--- src/hw/ccs_consts.vh ---
// constants for the charge cycle sequencer
`ifndef CCS_CONSTS_VH
`define CCS_CONSTS_VH
`define CCS_A_CTRL 8'h00
`define CCS_A_CURR 8'h04
`define CCS_A_VOLT 8'h08
`define CCS_A_TIME 8'h0C
`define CCS_A_STAT 8'h10
`define CCS_A_LIM 8'h14
`define CCS_CFG_AUTO 2'h1
`define CCS_CTRL_CFG 1:0
`define CCS_CTRL_SWOFF 2
`define CCS_CTRL_TERM 3
`define CCS_CTRL_TRICKLE 4
`define CCS_CTRL_THERMAL 6:5
`define CCS_CTRL_SYSMIN 9:7
`define CCS_CTRL_TRACK 10
`define CCS_CTRL_FASTSEL 11
`define CCS_CTRL_FCLR 12
`define CCS_CURR_PRE 3:0
`define CCS_CURR_FAST 9:4
`define CCS_CURR_TERM 13:10
`define CCS_VOLT_FLOAT 6:0
`define CCS_CTRL_RST 32'h0000_0191
`define CCS_CURR_RST 32'h0000_0000
`define CCS_VOLT_RST 32'h0000_0000
`define CCS_LIM_RST 32'h0000_0000
`define CCS_CLK_MHZ 250
`define CCS_DEGLITCH_MS 200
`define CCS_PRE_TIMEOUT_S 3600
`define CCS_SAFETY_H 10
`define CCS_HTRANS_NONSEQ 2'h2
`endif

--- src/hw/ccs_sequencer.v ---
// charge cycle sequencer with ahb-lite register slave
//
// Decided for this implementation: the AHB-Lite interface to the registers and the placing of the registers.
`timescale 1ns/1ps
`include "ccs_consts.vh"
// Functional notes
// - good input needs headroom and UV/OV window
// - detect source type, pulse interrupt, start converter
// - new cycle needs all start conditions met
// - auto cycle when config 01, enable low
// - trickle charge below trickle threshold
// - trickle current select bit 185/145 mA
// - precharge until fast threshold, timeout fault
// - precharge current from four-bit field
// - constant current above fast threshold, six-bit
// - switch linear then fully on above margin
// - constant voltage at float voltage field
// - termination after 200ms deglitch when enabled
// - safety timer expiry ends cycle, fault
// - recharge after 200ms below recharge threshold
// - thermal threshold from two-bit field
// - min system voltage and tracking offset fields
// - suspended or done: switch off, regulate max
// - supplement mode when current zero, sys low
// - ideal diode on battery start or sys low
module ccs_sequencer #(
    parameter DEGLITCH_CYC = `CCS_DEGLITCH_MS * `CCS_CLK_MHZ * 1000,
    parameter [39:0] PRE_TIMEOUT_CYC =
        40'd`CCS_PRE_TIMEOUT_S * 40'd`CCS_CLK_MHZ * 40'd1000000,
    parameter [43:0] SAFETY_CYC = 44'd`CCS_SAFETY_H * 44'd3600 *
        44'd`CCS_CLK_MHZ * 44'd1000000
) (
    input wire SYS_CLK,
    input wire RST,
    input wire HSEL,
    input wire [31:0] HADDR,
    input wire [1:0] HTRANS,
    input wire HWRITE,
    input wire [2:0] HSIZE,
    input wire [31:0] HWDATA,
    input wire HREADY,
    output wire [31:0] HRDATA,
    output wire HREADYOUT,
    output wire HRESP,
    input wire VIN_ABOVE_BATT_HDRM,
    input wire VIN_ABOVE_UVLO,
    input wire VIN_BELOW_OVLO,
    input wire SRC_DET_DONE,
    input wire [2:0] SRC_DET_TYPE,
    input wire CHARGE_ENABLE_N,
    input wire THERMISTOR_FAULT,
    input wire VBATT_BELOW_TRICKLE,
    input wire VBATT_ABOVE_FAST,
    input wire VBATT_ABOVE_SYS_GOOD,
    input wire VBATT_AT_FLOAT,
    input wire ICHG_AT_TERM,
    input wire VBATT_BELOW_RECHG,
    input wire VBATT_BELOW_SYS_MIN,
    input wire VSYS_BELOW_VBATT,
    input wire ICHG_LIMITED_ZERO,
    input wire VIN_FROM_BATTERY,
    output reg INT_PULSE,
    output reg INPUT_GOOD,
    output reg SRC_DET_START,
    output reg CONVERTER_ON,
    output reg CHARGE_ON,
    output reg [4:0] CHARGE_PHASE,
    output reg TRICKLE_HIGH,
    output reg [3:0] PRECHARGE_CURRENT,
    output reg [5:0] FAST_CURRENT,
    output reg FAST_THRESHOLD_SEL,
    output reg [6:0] FLOAT_VOLTAGE,
    output reg [3:0] TERM_CURRENT,
    output reg [1:0] THERMAL_THRESHOLD,
    output reg [2:0] MIN_SYSTEM_VOLTAGE,
    output reg TRACK_OFFSET,
    output reg BATTERY_SWITCH_ON,
    output reg BATTERY_SWITCH_LINEAR,
    output reg SYS_REG_AT_MAX,
    output reg SUPPLEMENT_MODE,
    output reg IDEAL_DIODE
);
    // one-hot phases
    localparam [6:0] ST_IDLE = 7'h01;
    localparam [6:0] ST_TRICKLE = 7'h02;
    localparam [6:0] ST_PRE = 7'h04;
    localparam [6:0] ST_CC = 7'h08;
    localparam [6:0] ST_CV = 7'h10;
    localparam [6:0] ST_DONE = 7'h20;
    localparam [6:0] ST_FAULT = 7'h40;
    localparam [6:0] ST_ACTIVE = ST_TRICKLE | ST_PRE | ST_CC | ST_CV;
    localparam [2:0] IN_WAIT = 3'h1;
    localparam [2:0] IN_DET = 3'h2;
    localparam [2:0] IN_RUN = 3'h4;

    // ctrl: [1:0] cfg, [2] switch forced off, [3] term en,
    // [4] trickle sel, [6:5] thermal, [9:7] sys min, [10] track,
    // [11] fast threshold sel, [12] fault clear (self clearing)
    reg [31:0] ctrl_r;
    reg [31:0] curr_r;
    reg [31:0] volt_r;
    reg [31:0] rdata_r;
    reg wr_pend_r;
    reg [7:0] wr_addr_r;
    reg [6:0] st_r;
    reg [6:0] st_nxt;
    reg [2:0] in_r;
    reg [2:0] src_type_r;
    reg pre_fault_r;
    reg safe_fault_r;
    reg [43:0] tmr_r;
    reg [31:0] dg_r;
    reg int_nxt;

    // control fields
    wire [1:0] cfg_f = ctrl_r[`CCS_CTRL_CFG];
    wire sw_off_f = ctrl_r[`CCS_CTRL_SWOFF];
    wire term_en_f = ctrl_r[`CCS_CTRL_TERM];
    wire trickle_f = ctrl_r[`CCS_CTRL_TRICKLE];
    wire [1:0] thermal_f = ctrl_r[`CCS_CTRL_THERMAL];
    wire [2:0] sys_min_f = ctrl_r[`CCS_CTRL_SYSMIN];
    wire track_f = ctrl_r[`CCS_CTRL_TRACK];
    wire fast_sel_f = ctrl_r[`CCS_CTRL_FASTSEL];
    // current and voltage fields
    wire [3:0] pre_i_f = curr_r[`CCS_CURR_PRE];
    wire [5:0] fast_i_f = curr_r[`CCS_CURR_FAST];
    wire [3:0] term_i_f = curr_r[`CCS_CURR_TERM];
    wire [6:0] float_f = volt_r[`CCS_VOLT_FLOAT];
    // status word as software reads it
    wire [31:0] stat_w = {17'h0, src_type_r, safe_fault_r,
        pre_fault_r, in_r, st_r};

    wire good_in = VIN_ABOVE_BATT_HDRM & VIN_ABOVE_UVLO & VIN_BELOW_OVLO;
    wire fault_clr = wr_pend_r & (wr_addr_r == `CCS_A_CTRL) &
        HWDATA[`CCS_CTRL_FCLR];
    // each start condition apart so a suspend is easy to trace
    wire cfg_auto = cfg_f == `CCS_CFG_AUTO;
    wire pin_en = ~CHARGE_ENABLE_N;
    wire no_fault = ~THERMISTOR_FAULT & ~safe_fault_r & ~pre_fault_r;
    wire may_start = (in_r == IN_RUN) & good_in &
        cfg_auto & pin_en &
        no_fault & ~sw_off_f;
    wire dg_full = (dg_r == DEGLITCH_CYC);

    assign HREADYOUT = 1'b1;
    assign HRESP = 1'b0;
    assign HRDATA = rdata_r;

    // bus slave: writes land in the data phase, reads answer next cycle
    always @(posedge SYS_CLK or posedge RST) begin
        if (RST) begin
            wr_pend_r <= 1'b0;
            wr_addr_r <= 8'h00;
            ctrl_r <= `CCS_CTRL_RST;
            curr_r <= `CCS_CURR_RST;
            volt_r <= `CCS_VOLT_RST;
        end else begin
            wr_pend_r <= HSEL & HREADY & HTRANS[1] & HWRITE;
            wr_addr_r <= HADDR[7:0];
            if (wr_pend_r) begin
                case (wr_addr_r)
                    `CCS_A_CTRL: ctrl_r <= {19'h0, 1'b0, HWDATA[11:0]};
                    `CCS_A_CURR: curr_r <= {18'h0, HWDATA[13:0]};
                    `CCS_A_VOLT: volt_r <= {21'h0, HWDATA[10:0]};
                    default: ;
                endcase
            end
        end
    end

    // read mux registered so hrdata stands through the data phase
    always @(posedge SYS_CLK or posedge RST) begin
        if (RST) begin
            rdata_r <= 32'h0000_0000;
        end else if (HSEL & HREADY & HTRANS[1] & ~HWRITE) begin
            case (HADDR[7:0])
                `CCS_A_CTRL: rdata_r <= ctrl_r;
                `CCS_A_CURR: rdata_r <= curr_r;
                `CCS_A_VOLT: rdata_r <= volt_r;
                `CCS_A_STAT: rdata_r <= stat_w;
                default: rdata_r <= 32'h0000_0000;
            endcase
        end
    end

    // input qualification and source detection
    always @(posedge SYS_CLK or posedge RST) begin
        if (RST) begin
            in_r <= IN_WAIT;
        end else begin
            case (in_r)
                IN_WAIT: if (good_in) in_r <= IN_DET;
                IN_DET: begin
                    if (!good_in) begin
                        in_r <= IN_WAIT;
                    end else if (SRC_DET_DONE) begin
                        in_r <= IN_RUN;
                    end
                end
                IN_RUN: if (!good_in) in_r <= IN_WAIT;
                default: in_r <= IN_WAIT;
            endcase
        end
    end

    // source type latches only on a completed detection
    always @(posedge SYS_CLK or posedge RST) begin
        if (RST) begin
            src_type_r <= 3'h0;
        end else if ((in_r == IN_DET) & good_in & SRC_DET_DONE) begin
            src_type_r <= SRC_DET_TYPE;
        end
    end

    always @* begin
        st_nxt = st_r;
        case (st_r)
            // a battery that is already charged skips straight to cc
            ST_IDLE: if (may_start) begin
                st_nxt = VBATT_BELOW_TRICKLE ? ST_TRICKLE : ST_PRE;
                if (VBATT_ABOVE_FAST) st_nxt = ST_CC;
            end
            ST_TRICKLE: if (!VBATT_BELOW_TRICKLE) st_nxt = ST_PRE;
            ST_PRE: begin
                if (VBATT_ABOVE_FAST) st_nxt = ST_CC;
                else if (tmr_r >= PRE_TIMEOUT_CYC) st_nxt = ST_FAULT;
            end
            ST_CC: begin
                if (VBATT_AT_FLOAT) st_nxt = ST_CV;
                else if (tmr_r >= SAFETY_CYC) st_nxt = ST_FAULT;
            end
            ST_CV: begin
                if (term_en_f & ICHG_AT_TERM & dg_full) st_nxt = ST_DONE;
                else if (tmr_r >= SAFETY_CYC) st_nxt = ST_FAULT;
            end
            ST_DONE: if (VBATT_BELOW_RECHG & dg_full) st_nxt = ST_IDLE;
            ST_FAULT: if (fault_clr) st_nxt = ST_IDLE;
            default: st_nxt = ST_IDLE;
        endcase
        // dropping any start condition suspends the cycle
        if (!may_start && (st_r & ST_ACTIVE) != 7'h00)
            st_nxt = ST_IDLE;
    end

    // interrupt sources; each is a single-cycle event
    always @* begin
        int_nxt = ((in_r == IN_WAIT) & good_in) |
            ((in_r == IN_DET) & good_in & SRC_DET_DONE) |
            ((st_nxt == ST_FAULT) & (st_r != ST_FAULT));
    end

    // sequencer state and interrupt pulse
    always @(posedge SYS_CLK or posedge RST) begin
        if (RST) begin
            st_r <= ST_IDLE;
            INT_PULSE <= 1'b0;
        end else begin
            st_r <= st_nxt;
            INT_PULSE <= int_nxt;
        end
    end

    // pre timer restarts at each phase, safety spans cc and cv;
    // one counter serves both because the phases never overlap
    always @(posedge SYS_CLK or posedge RST) begin
        if (RST) begin
            tmr_r <= 44'h000_0000_0000;
        end else if (st_nxt == ST_CV || st_nxt == st_r) begin
            tmr_r <= tmr_r + 44'h000_0000_0001;
        end else begin
            tmr_r <= 44'h000_0000_0000;
        end
    end

    // one deglitch counter for termination and recharge; it saturates
    // so a long hold cannot wrap back below the threshold
    always @(posedge SYS_CLK or posedge RST) begin
        if (RST) begin
            dg_r <= 32'h0000_0000;
        end else if (((st_r == ST_CV) & ICHG_AT_TERM) |
            ((st_r == ST_DONE) & VBATT_BELOW_RECHG)) begin
            if (!dg_full) dg_r <= dg_r + 32'h0000_0001;
        end else begin
            dg_r <= 32'h0000_0000;
        end
    end

    // timeout flags: a new fault wins over a clear in the same cycle
    always @(posedge SYS_CLK or posedge RST) begin
        if (RST) begin
            pre_fault_r <= 1'b0;
            safe_fault_r <= 1'b0;
        end else begin
            if (st_r == ST_PRE && st_nxt == ST_FAULT)
                pre_fault_r <= 1'b1;
            else if (fault_clr)
                pre_fault_r <= 1'b0;
            if ((st_r == ST_CC || st_r == ST_CV) && st_nxt == ST_FAULT)
                safe_fault_r <= 1'b1;
            else if (fault_clr)
                safe_fault_r <= 1'b0;
        end
    end

    // status outputs follow the sequencer one cycle later
    always @(posedge SYS_CLK or posedge RST) begin
        if (RST) begin
            INPUT_GOOD <= 1'b0;
            SRC_DET_START <= 1'b0;
            CONVERTER_ON <= 1'b0;
            CHARGE_ON <= 1'b0;
            CHARGE_PHASE <= 5'h00;
        end else begin
            INPUT_GOOD <= good_in;
            SRC_DET_START <= in_r == IN_DET;
            CONVERTER_ON <= in_r == IN_RUN;
            CHARGE_ON <= (st_r & ST_ACTIVE) != 7'h00;
            CHARGE_PHASE <= st_r[4:0];
        end
    end

    // analog settings: host rewrites reach the loops on the next edge
    always @(posedge SYS_CLK or posedge RST) begin
        if (RST) begin
            TRICKLE_HIGH <= 1'b0;
            PRECHARGE_CURRENT <= 4'h0;
            FAST_CURRENT <= 6'h00;
            FAST_THRESHOLD_SEL <= 1'b0;
            FLOAT_VOLTAGE <= 7'h00;
            TERM_CURRENT <= 4'h0;
            THERMAL_THRESHOLD <= 2'h0;
            MIN_SYSTEM_VOLTAGE <= 3'h0;
            TRACK_OFFSET <= 1'b0;
        end else begin
            TRICKLE_HIGH <= trickle_f;
            PRECHARGE_CURRENT <= pre_i_f;
            FAST_CURRENT <= fast_i_f;
            FAST_THRESHOLD_SEL <= fast_sel_f;
            FLOAT_VOLTAGE <= float_f;
            TERM_CURRENT <= term_i_f;
            THERMAL_THRESHOLD <= thermal_f;
            MIN_SYSTEM_VOLTAGE <= sys_min_f;
            TRACK_OFFSET <= track_f;
        end
    end

    // power path; the switch stays linear until the battery clears
    // minimum system voltage plus the good margin
    always @(posedge SYS_CLK or posedge RST) begin
        if (RST) begin
            BATTERY_SWITCH_ON <= 1'b0;
            BATTERY_SWITCH_LINEAR <= 1'b0;
            SYS_REG_AT_MAX <= 1'b0;
            SUPPLEMENT_MODE <= 1'b0;
            IDEAL_DIODE <= 1'b0;
        end else begin
            BATTERY_SWITCH_ON <= (st_r == ST_CC | st_r == ST_CV) &
                VBATT_ABOVE_SYS_GOOD;
            BATTERY_SWITCH_LINEAR <= (st_r == ST_TRICKLE) |
                (st_r == ST_PRE) | ((st_r == ST_CC) &
                ~VBATT_ABOVE_SYS_GOOD);
            SYS_REG_AT_MAX <= (st_r == ST_IDLE) | (st_r == ST_DONE) |
                (st_r == ST_FAULT);
            SUPPLEMENT_MODE <= ICHG_LIMITED_ZERO & VSYS_BELOW_VBATT;
            IDEAL_DIODE <= VIN_FROM_BATTERY |
                (VBATT_BELOW_SYS_MIN & VSYS_BELOW_VBATT);
        end
    end
endmodule

--- config.mk ---
export PLATFORM = sky130hd
export DESIGN_NAME = ccs_sequencer
export DESIGN_NICKNAME = d
export VERILOG_FILES = /design/src/hw/ccs_sequencer.v
export VERILOG_INCLUDE_DIRS = /design/src /design/src/hw
export SDC_FILE = /design/constraint.sdc
export NUM_CORES = 1
export LEC_CHECK = 0
export ABC_AREA = 1
export BUFFER_PORTS_ARGS = -buffer_cell sky130_fd_sc_hd__clkbuf_2
export CAP_MARGIN = 20
export CORE_UTILIZATION = 61
export DETAILED_ROUTE_END_ITERATION = 16
export GPL_TIMING_DRIVEN = 0
export PLACE_DENSITY = 0.95
export SETUP_SLACK_MARGIN = 0.2
export SYNTH_ARGS = -nofsm -noshare
export SYNTH_HDL_FRONTEND = slang
export SYNTH_SLANG_ARGS = --single-unit
--- constraint.sdc ---
create_clock -name SYS_CLK -period 16.38 [get_ports SYS_CLK]
set_input_delay 4.914 -clock SYS_CLK [delete_from_list [all_inputs] [get_ports SYS_CLK]]
set_output_delay 4.914 -clock SYS_CLK [all_outputs]
set_load 0.05 [all_outputs]
Word-level counts from Yosys, hierarchy flattened
Index checks and enable logic that the tools add are counted.

Bitwise logic cells: 44. Magnitude comparators: 2. Equal/unequal tests: 25. Reduce and logical (&&, ||, !) cells: 15. Add/sub/neg operators: 2. Muxes and demuxes: 25.

Operators by type and width (number): $mux W7 (10); $mux W32 (2); $pmux W15 S4 (1); $pmux W7 S7 (1); $add A44 B1 Y44 const B (1); $ge A44 B40 Y1 const B (1); $ge A44 B44 Y1 const B (1); $mux W44 (1); $add A32 B1 Y32 const B (1); $eq A32 B26 Y1 const B (1); $and A1 B1 Y1 (28); $eq A8 B3 Y1 const B (2); $eq A8 B4 Y1 const B (2); $logic_not A8 Y1 (2); $mux W3 (5); $eq A7 B5 Y1 const B (2); $eq A7 B7 Y1 const B (2); $or A1 B1 Y1 (9); $pmux W3 S3 (1); $eq A8 B5 Y1 const B (1); $eq A7 B1 Y1 const B (1); $eq A7 B2 Y1 const B (1); $eq A7 B3 Y1 const B (1); $eq A7 B4 Y1 const B (1); 19 further kinds (35).

Flip-flop bits (word level): 213. Output and inout port bits: 78. Logic and storage cells: 146. Input port bits: 93.

Logic depth before layout (Yosys ltp)
Gate-level depths: netlist of the first run.

Word-level depth: 13. Mapped depth: 18.

Least setup slack after synthesis of the first run
No wires, ideal clock.

Kind: in2reg. Start: input VIN_BELOW_OVLO. End: register tmr_r[10]. Arrival: 6477 ps. Stages on the path: 13. Path slack: 9828 ps. Buffers on the path: 1. Cells stage by stage: nand3_1 > inv_1 > nand2_1 > nor3_2 > nand2_1 > o21ai_1 > nand2_1 > o21ai_0 > o21ai_0 > a21oi_2 > nand3_4 > buf_6 > a21oi_2.

Longest elaborated chain between the ends: 12.

Ends and longest elaborated chain: start: declaration (line ccs_sequencer.v:47) `input wire VIN_BELOW_OVLO,`; $and A1 B1 Y1 * (line ccs_sequencer.v:133) `wire good_in = VIN_ABOVE_BATT_HDRM & VIN_ABOVE_UVLO & VIN_BELOW_OVLO;`; named net good_in (line ccs_sequencer.v:133); $and A1 B1 Y1 * (2 in a row) (line ccs_sequencer.v:140) `wire may_start = (in_r == IN_RUN) & good_in &`; $and A1 B1 Y1 * (2 in a row) (line ccs_sequencer.v:141) `cfg_auto & pin_en &`; $and A1 B1 Y1 * (line ccs_sequencer.v:142) `no_fault & ~sw_off_f;`; $mux W7 or $logic_not A1 Y1 (tied branches) (line ccs_sequencer.v:219, ccs_sequencer.v:241); $pmux W7 S7 or $logic_and A1 B1 Y1 (tied branches) (line ccs_sequencer.v:217, ccs_sequencer.v:241); $mux W7 * (line ccs_sequencer.v:241) `if (!may_start && (st_r & ST_ACTIVE) != 7'h00)`; $eq A7 B5 Y1 or $eq A7 B7 Y1 (tied branches) (line ccs_sequencer.v:268) `end else if (st_nxt == ST_CV || st_nxt == st_r) begin`; $logic_or A1 B1 Y1 * (line ccs_sequencer.v:268); $mux W44 * (line ccs_sequencer.v:268); end signal: assignment (line ccs_sequencer.v:269) `tmr_r <= tmr_r + 44'h000_0000_0001;`; end: declaration (line ccs_sequencer.v:111) `reg [43:0] tmr_r;`.

The timed path passes the listed nets; every way through them passes the cells marked *. A chain may end at the register's enable or synchronous reset.

Worst setup path in the final report of the first run
Start: input VIN_ABOVE_BATT_HDRM. End: register tmr_r[15].

Longest elaborated chain between the ends: 13.

Ends and longest elaborated chain: start: declaration (line ccs_sequencer.v:45) `input wire VIN_ABOVE_BATT_HDRM,`; $and A1 B1 Y1 * (2 in a row) (line ccs_sequencer.v:133); named net good_in (line ccs_sequencer.v:133); $and A1 B1 Y1 * (2 in a row) (line ccs_sequencer.v:140); $and A1 B1 Y1 * (2 in a row) (line ccs_sequencer.v:141); $and A1 B1 Y1 * (line ccs_sequencer.v:142); $mux W7 or $logic_not A1 Y1 (tied branches) (line ccs_sequencer.v:219, ccs_sequencer.v:241); $pmux W7 S7 or $logic_and A1 B1 Y1 (tied branches) (line ccs_sequencer.v:217, ccs_sequencer.v:241); $mux W7 * (line ccs_sequencer.v:241); $eq A7 B5 Y1 or $eq A7 B7 Y1 (tied branches) (line ccs_sequencer.v:268); $logic_or A1 B1 Y1 * (line ccs_sequencer.v:268); $mux W44 * (line ccs_sequencer.v:268).

Marks and branches as above.

==> results.py, run 1 <==
metrics = {
    "cells_and_area": {
        "fillers": 1044,
        "multiInputGateArea_sq_um": 3840,
        "drive_gt1_share_pct": 18.9,
        "area_delta_synth_final_pct": 15.7,
        "seqCellArea_sq_um": 4910,
        "fin_nets": 1343,
        "n_antenna_cell": 0,
    },
    "sta": {
        "rsz0062_at_grt": "false",
        "hold_viol": 0,
        "fmax_mhz": 148,
        "setup_viol": 0,
        "tightest_slew_ps": 853,
        "max_slew_margin_pct": 42.9,
        "tns_ps": 0,
        "fin_crit_ps": 6740,
        "fin_crit_sh_pct": 41.2,
        "fin_skew_ps": 14.1,
        "drv_slew": 0,
        "fin_ws_ps": 9640,
    },
    "critical_path": {
        "crit_path_start_kind": "primary input",
        "worst-setup-path-type": "in2reg",
        "slowest_delay_ps": 230,
        "r2r_end": "tmr_r[32]",
        "end_kind": "flop",
        "crit_chain": "clkbuf_2 -> nand3_1 -> inv_1 -> nand2_1 -> nor3_2 -> nand2_1 -> o21ai_1 -> nand2_1 -> o21ai_0 -> o21ai_0 -> a21oi_2 -> nand3_4 -> buf_6 -> a21oi_2",
        "critical_path.slowest_cell": "nor3_2",
        "cp.arrival_ps": 7100,
        "r2r_slack_ps": 13620,
        "path_max_fanout": 10,
        "required_ps": 16740,
        "critPathMostFrequentCell": "nand2_1",
        "timing.rr.start": "tmr_r[0]",
        "reg2reg_depth": 13,
    },
    "route": {
        "ant_nets": 0,
        "route.detailed.drc": 0,
        "routed_wl_um": 24300,
        "vias_per_cell": 5.70,
        "via_count": 8374,
        "firstDrtPassIters": 8,
        "drt_iter0_drc": 966,
        "avgRoutedWirePerCell_um": 16.5,
    },
    "global_routing": {
        "grt_pass1_vias": 8220,
        "grt_pass1_wl_um": 39400,
        "grt_max_degree": 110,
        "grt_remaining_overflow": 0,
        "antenna_found_initial": 0,
        "gr-usage-all-layers_pct": 31.4,
    },
    "yosys": {
        "synth_area_leader_cell": "dfrtp_1",
        "synth_area_per_cell_sq_um": 8.64,
        "synthMostInstantiatedCell": "nand2_1",
        "syn_inst": 1104,
        "yosys_warnings": 0,
        "synth_edf_count": 0,
        "synthesis.area_sq_um": 9540,
        "synthArstFlopShare_pct": 100,
        "synth_cell_types": 44,
        "yosys-top-cells-count": "nand2_1 (191), dfrtp_1 (190), inv_1 (150), nor2_1 (128), o21ai_0 (62)",
        "synthTopCellsByArea": "dfrtp_1 (50%), nand2_1 (7.5%), inv_1 (5.9%), nor2_1 (5.0%), a21oi_2 (3.8%)",
        "synth_top_area_share_pct": 49.8,
        "synth_seq_cells": 196,
        "ys_seq_area_share_pct": 51.5,
        "synthFlopType": "dfrtp_1",
    },
    "floorplanning": {
        "ios": 171,
        "initial_core_util_pct": 62.5,
        "die_y_um": 127,
        "rows": 45,
        "die_x_um": 127,
        "coreArea_sq_um": 15300,
        "die_area_sq_um": 16100,
    },
    "power_and_ir_drop": {
        "ir_worst_vdd_mv": 0.0961,
        "power_density_nw_per_um2": 86.8,
        "leakagePower_nw": 5.18,
    },
    "clock_network": {
        "clock_latency_ps": 440,
        "clockBufferDepth": 2,
        "cts.sinks": 196,
        "cts_tree": "yes",
        "cts-resized-gates": 0,
        "hold_buffers": 0,
        "cts_root_buf": "clkbuf_16",
        "path_clk_slew_ps": 80,
        "numCtsBuffers": 17,
        "htree_num_levels": 4,
        "cts_setup_buffers": 0,
    },
    "place": {
        "place_congestion": 0.905,
        "port-buffer-count": 105,
        "pre_cts_ws_ps": 9260,
        "dpl.hpwl_um": 17000,
    },
    "job": {
        "drv_cap": 0,
    },
    "outcome": {
        "outcome": "finished, final reports clean",
    },
    "worst_hold_path": {
        "min_to": "TERM_CURRENT[2]",
        "hp-start": "curr_r[12]",
        "hold_path.class": "reg2reg",
        "min_path_cells": 0,
    },
}
## area by class of cell
type / instances / share of cell area [%]
tap: 211 / 2.39
sequential: 196 / 44.5
multi-input combinational: 727 / 34.8
inverter: 156 / 5.37
clock buffer: 17 / 3.85
buffer: 42 / 2.37
timing repair buffer: 106 / 5.01
clock inverter: 15 / 1.68
## power by group
part / total (W) / switching [W] / internal, W
registers: 0.000491 / 0.00000299 / 0.000488
clock network: 0.000419 / 0.000212 / 0.000207
logic: 0.0000480 / 0.0000362 / 0.0000117
total: 0.000958 / 0.000252 / 0.000707
## layer usage
layer / share of wire (%) / vias to the layer above / global-route usage, %
met1: 37 / 3961 / 37.5
met5: 0 / - / 0
li1: - / 3867 / -
met3: 7.6 / 91 / 7.58
met4: 4.0 / 0 / 13.9
met2: 51 / 455 / 54.3
## worst max-delay path: cells and delay by family
family,cells,cell delay [ps]
AO/OA/AOI/OAI,5,800
buffers and inverters,3,510
AND/OR/NAND/NOR,6,880
## how the worst max path moves through the flow
stage                              from                     to  slack (ps)  cells after the start
detailed placement  VIN_ABOVE_BATT_HDRM              tmr_r[33]        9260                     14
global route        VIN_ABOVE_BATT_HDRM              tmr_r[15]        9470                     14
CTS                 VIN_ABOVE_BATT_HDRM              tmr_r[15]        9710                     14
floorplan                           RST  BATTERY_SWITCH_LINEAR        6140                      1
global placement                    RST  MIN_SYSTEM_VOLTAGE[1]        4350                      2
finish              VIN_ABOVE_BATT_HDRM              tmr_r[15]        9640                     14
## layout by cell type, fill, tap and decap left out, types with 4 or more instances in the layout
cell type  instances
a21oi_2           41
xnor2_1            9
buf_4             19
clkbuf_16         17
o21ai_0           62
nand3_1           56
mux2_2             5
nand2_1          191
a221oi_1          14
ha_1               4
clkbuf_2         105
a31oi_1            4
inv_1            149
inv_2              5
a21oi_1           40
nor3_1            41
dfrtp_1          190
conb_1            19
nor4_1             5
nand4_1           27
clkinv_8           6
clkbuf_1          14
dfstp_2            6
nor2_2             5
o22ai_1           15
nor3_2             4
xor2_1            33
nor2_1           128
buf_6              4
## per-stage QoR
| stage | cell area [sq um] | instances | hold slack, ps | total power [W] | util (%) |
|---|---|---|---|---|---|
| global placement | 10400 | 1437 | 363 | 0.000546 | 68.1 |
| finish | 11000 | 1470 | 392 | 0.000958 | 72.3 |
| floorplan | 9600 | 1121 | 354 | 0.000533 | - |
| global route | 11000 | 1470 | 409 | 0.000985 | 72.3 |
| CTS | 11000 | 1470 | 389 | 0.000961 | 72.3 |
| detailed placement | 10400 | 1438 | 376 | 0.000548 | 68.3 |
## flip-flops by register name, indices dropped and copies added, names as in the netlist, 7 cells and up
| register | flops |
|---|---|
| st_r | 7 |
| dg_r | 32 |
| FLOAT_VOLTAGE | 7 |
| tmr_r | 44 |
| HRDATA | 15 |
| ctrl_r | 12 |
| wr_addr_r | 8 |
| curr_r | 14 |
| volt_r | 11 |
## cell families (layout without fill, tap and decap cells)
family,after synthesis,in the layout,share of synthesized area (%)
DFF,196,196,51.5
buffers and inverters,198,336,8.88
muxes,5,5,0.590
other,2,19,0.0787
AOI/OAI and AO/OA,188,188,12.6
adders and majority gates,4,4,0.525
and+or+nand+nor,469,469,22.0
xor gates and xnor gates,42,42,3.86
Note: power is estimated with default switching activity, not from simulation.
==> run 2, diff against run 1 <==
--- a/config.mk
+++ b/config.mk
@@ -9,10 +9,10 @@
 export ABC_AREA = 1
 export BUFFER_PORTS_ARGS = -buffer_cell sky130_fd_sc_hd__clkbuf_2
 export CAP_MARGIN = 20
-export CORE_UTILIZATION = 61
+export CORE_UTILIZATION = 56
 export DETAILED_ROUTE_END_ITERATION = 16
 export GPL_TIMING_DRIVEN = 0
-export PLACE_DENSITY = 0.95
+export PLACE_DENSITY = 0.92
 export SETUP_SLACK_MARGIN = 0.2
 export SYNTH_ARGS = -nofsm -noshare
 export SYNTH_HDL_FRONTEND = slang
==> constraint.sdc (replaced) <==
create_clock -name SYS_CLK -period 6.29 [get_ports SYS_CLK]
set_input_delay 1.887 -clock SYS_CLK [delete_from_list [all_inputs] [get_ports SYS_CLK]]
set_output_delay 1.887 -clock SYS_CLK [all_outputs]
set_load 0.05 [all_outputs]
==> results.py, run 2 (same netlist as run 1, synthesis figures left out) <==
metrics = {
    "floorplanning": {
        "initial_core_util_pct": 57.5,
        "coreArea_sq_um": 16600,
        "ios": 171,
        "die_area_sq_um": 17600,
        "die_x_um": 133,
        "die_y_um": 133,
        "rows": 47,
    },
    "clock_network": {
        "cts_root_buf": "clkbuf_16",
        "path_clk_slew_ps": 80,
        "cts_tree": "yes",
        "numCtsBuffers": 17,
        "cts.sinks": 196,
        "cts-resized-gates": 0,
        "clockBufferDepth": 2,
        "hold_buffers": 0,
        "htree_num_levels": 4,
        "cts_setup_buffers": 0,
        "clock_latency_ps": 450,
    },
    "critical_path": {
        "worst-path-buf-inv": 3,
        "cp.arrival_ps": 4030,
        "critPathMostFrequentCell": "nand2_1",
        "slowest_delay_ps": 240,
        "required_ps": 6660,
        "crit_path_start_kind": "primary input",
        "critical_path.slowest_cell": "nor3_2",
        "crit_cells": 14,
        "end_kind": "flop",
        "worst-setup-path-type": "in2reg",
        "crit_chain": "clkbuf_2 -> nand3_1 -> inv_1 -> nand2_1 -> nor3_2 -> nand2_1 -> o21ai_1 -> nand2_1 -> o21ai_0 -> o21ai_0 -> a21oi_2 -> nand3_4 -> buf_6 -> a21oi_2",
        "cp_top_family": "simple AND/OR/NAND/NOR gates",
        "path_max_fanout": 10,
        "reg2reg_depth": 13,
    },
    "cells_and_area": {
        "area_delta_synth_final_pct": 16.6,
        "largest_reg_flops": 44,
        "final_common_cell": "nand2_1",
        "fin_cells": 1482,
        "final_cell_mix": "nand2_1 (191), dfrtp_1 (190), inv_1 (149), nor2_1 (128), clkbuf_2 (105)",
        "n_antenna_cell": 0,
        "largest-register": "tmr_r",
        "fin_nets": 1346,
        "drive_gt1_share_pct": 19.1,
        "fillers": 1208,
    },
    "global_routing": {
        "grt_max_degree": 47,
        "grt_pass1_vias": 8226,
        "grt_pass1_wl_um": 39500,
        "antenna_found_initial": 0,
        "gr-usage-all-layers_pct": 28.4,
        "grt_remaining_overflow": 0,
    },
    "place": {
        "dpl.hpwl_um": 16900,
        "dp_cells": 1450,
        "place_congestion": 0.931,
        "port-buffer-count": 105,
    },
    "route": {
        "ant_nets": 0,
        "drt_iter0_drc": 983,
        "via_count": 8504,
        "route.detailed.drc": 0,
        "routed_wl_um": 24100,
        "firstDrtPassIters": 8,
        "avgRoutedWirePerCell_um": 16.3,
        "vias_per_cell": 5.74,
    },
    "power_and_ir_drop": {
        "ir_worst_vdd_mv": 0.199,
        "power_density_nw_per_um2": 229,
        "leakagePower_nw": 5.22,
    },
    "sta": {
        "drv_slew": 0,
        "rsz0062_at_grt": "false",
        "fmax_mhz": 273,
        "hold_viol": 0,
        "fin_crit_ps": 3660,
        "tns_ps": 0,
        "fin_skew_ps": 13.0,
        "setup_viol": 0,
        "tightest_slew_ps": 855,
        "max_slew_margin_pct": 42.8,
        "fin_crit_sh_pct": 58.2,
    },
    "job": {
        "drv_cap": 0,
    },
    "worst_hold_path": {
        "min_path_cells": 0,
        "hold_path.class": "reg2reg",
    },
    "outcome": {
        "outcome": "finished, final reports clean",
    },
}
## run 2: changes by cell type in the layout (fill, tap and decap cells not counted)
cell,delta
inv_8,-1
clkinv_4,-1
inv_12,+2
clkinvlp_4,-2
buf_12,+4
buf_16,-1
clkinv_8,+1
inv_6,+1
## run 2: worst reg2reg max path, delay by kind of cell, from the launching register on
family	cells	cell delay, ps
simple gates	9	1750
flops	1	410
fa+ha+maj	1	210
xor+xnor	1	190
buf+inv	1	90
compound gates	1	50
## run 2: final timing paths
check                                    start               to  slack [ps]
worst min-delay path                curr_r[12]  TERM_CURRENT[2]         400
worst max-delay path            VIN_BELOW_OVLO        tmr_r[32]        2630
worst max register to register        tmr_r[0]        tmr_r[32]        3460
max in group asynchronous                  RST        ctrl_r[4]        3760
min in group asynchronous                  RST       curr_r[13]        1540
worst min register to register      curr_r[12]  TERM_CURRENT[2]         400
## run 2: final cells by class
type / instances / area [sq um] / area share, %
Sequential cell: 196 / 4910 / 44.2
Tap cell: 220 / 275 / 2.47
Clock buffer: 17 / 425 / 3.82
Timing Repair Buffer: 109 / 606 / 5.44
Inverter: 156 / 589 / 5.30
Buffer: 42 / 262 / 2.35
Multi-Input combinational cell: 727 / 3840 / 34.6
Clock inverter: 15 / 211 / 1.90
## run 2: stage by stage
stage | hold slack, ps | util [%] | setup slack, ps | total power, W | area [sq um]
2_1_floorplan | 354 | - | 1880 | 0.00139 | 9610
3_3_place_gp | 361 | 62.8 | 873 | 0.00142 | 10400
3_5_place_dp | 371 | 63.2 | 2250 | 0.00143 | 10500
4_1_cts | 402 | 67.1 | 2670 | 0.00255 | 11100
5_1_grt | 405 | 67.1 | 2460 | 0.00262 | 11100
6_report | 400 | 67.1 | 2630 | 0.00255 | 11100
## run 2: routing by layer
metal | vias to the layer above | share of wire, % | wire length [um] | track usage (%)
met4 | 0 | 4.0 | 964 | 12.4
met3 | 103 | 8.2 | 1980 | 7.16
met5 | - | 0 | 0 | 0
li1 | 3869 | - | - | -
met2 | 498 | 49 | 11900 | 48.4
met1 | 4034 | 38 | 9240 | 34.2
## run 2: power breakdown
part           internal, W  switching, W
clock             0.000554      0.000590
combinational    0.0000337     0.0000948
sequential         0.00127    0.00000752
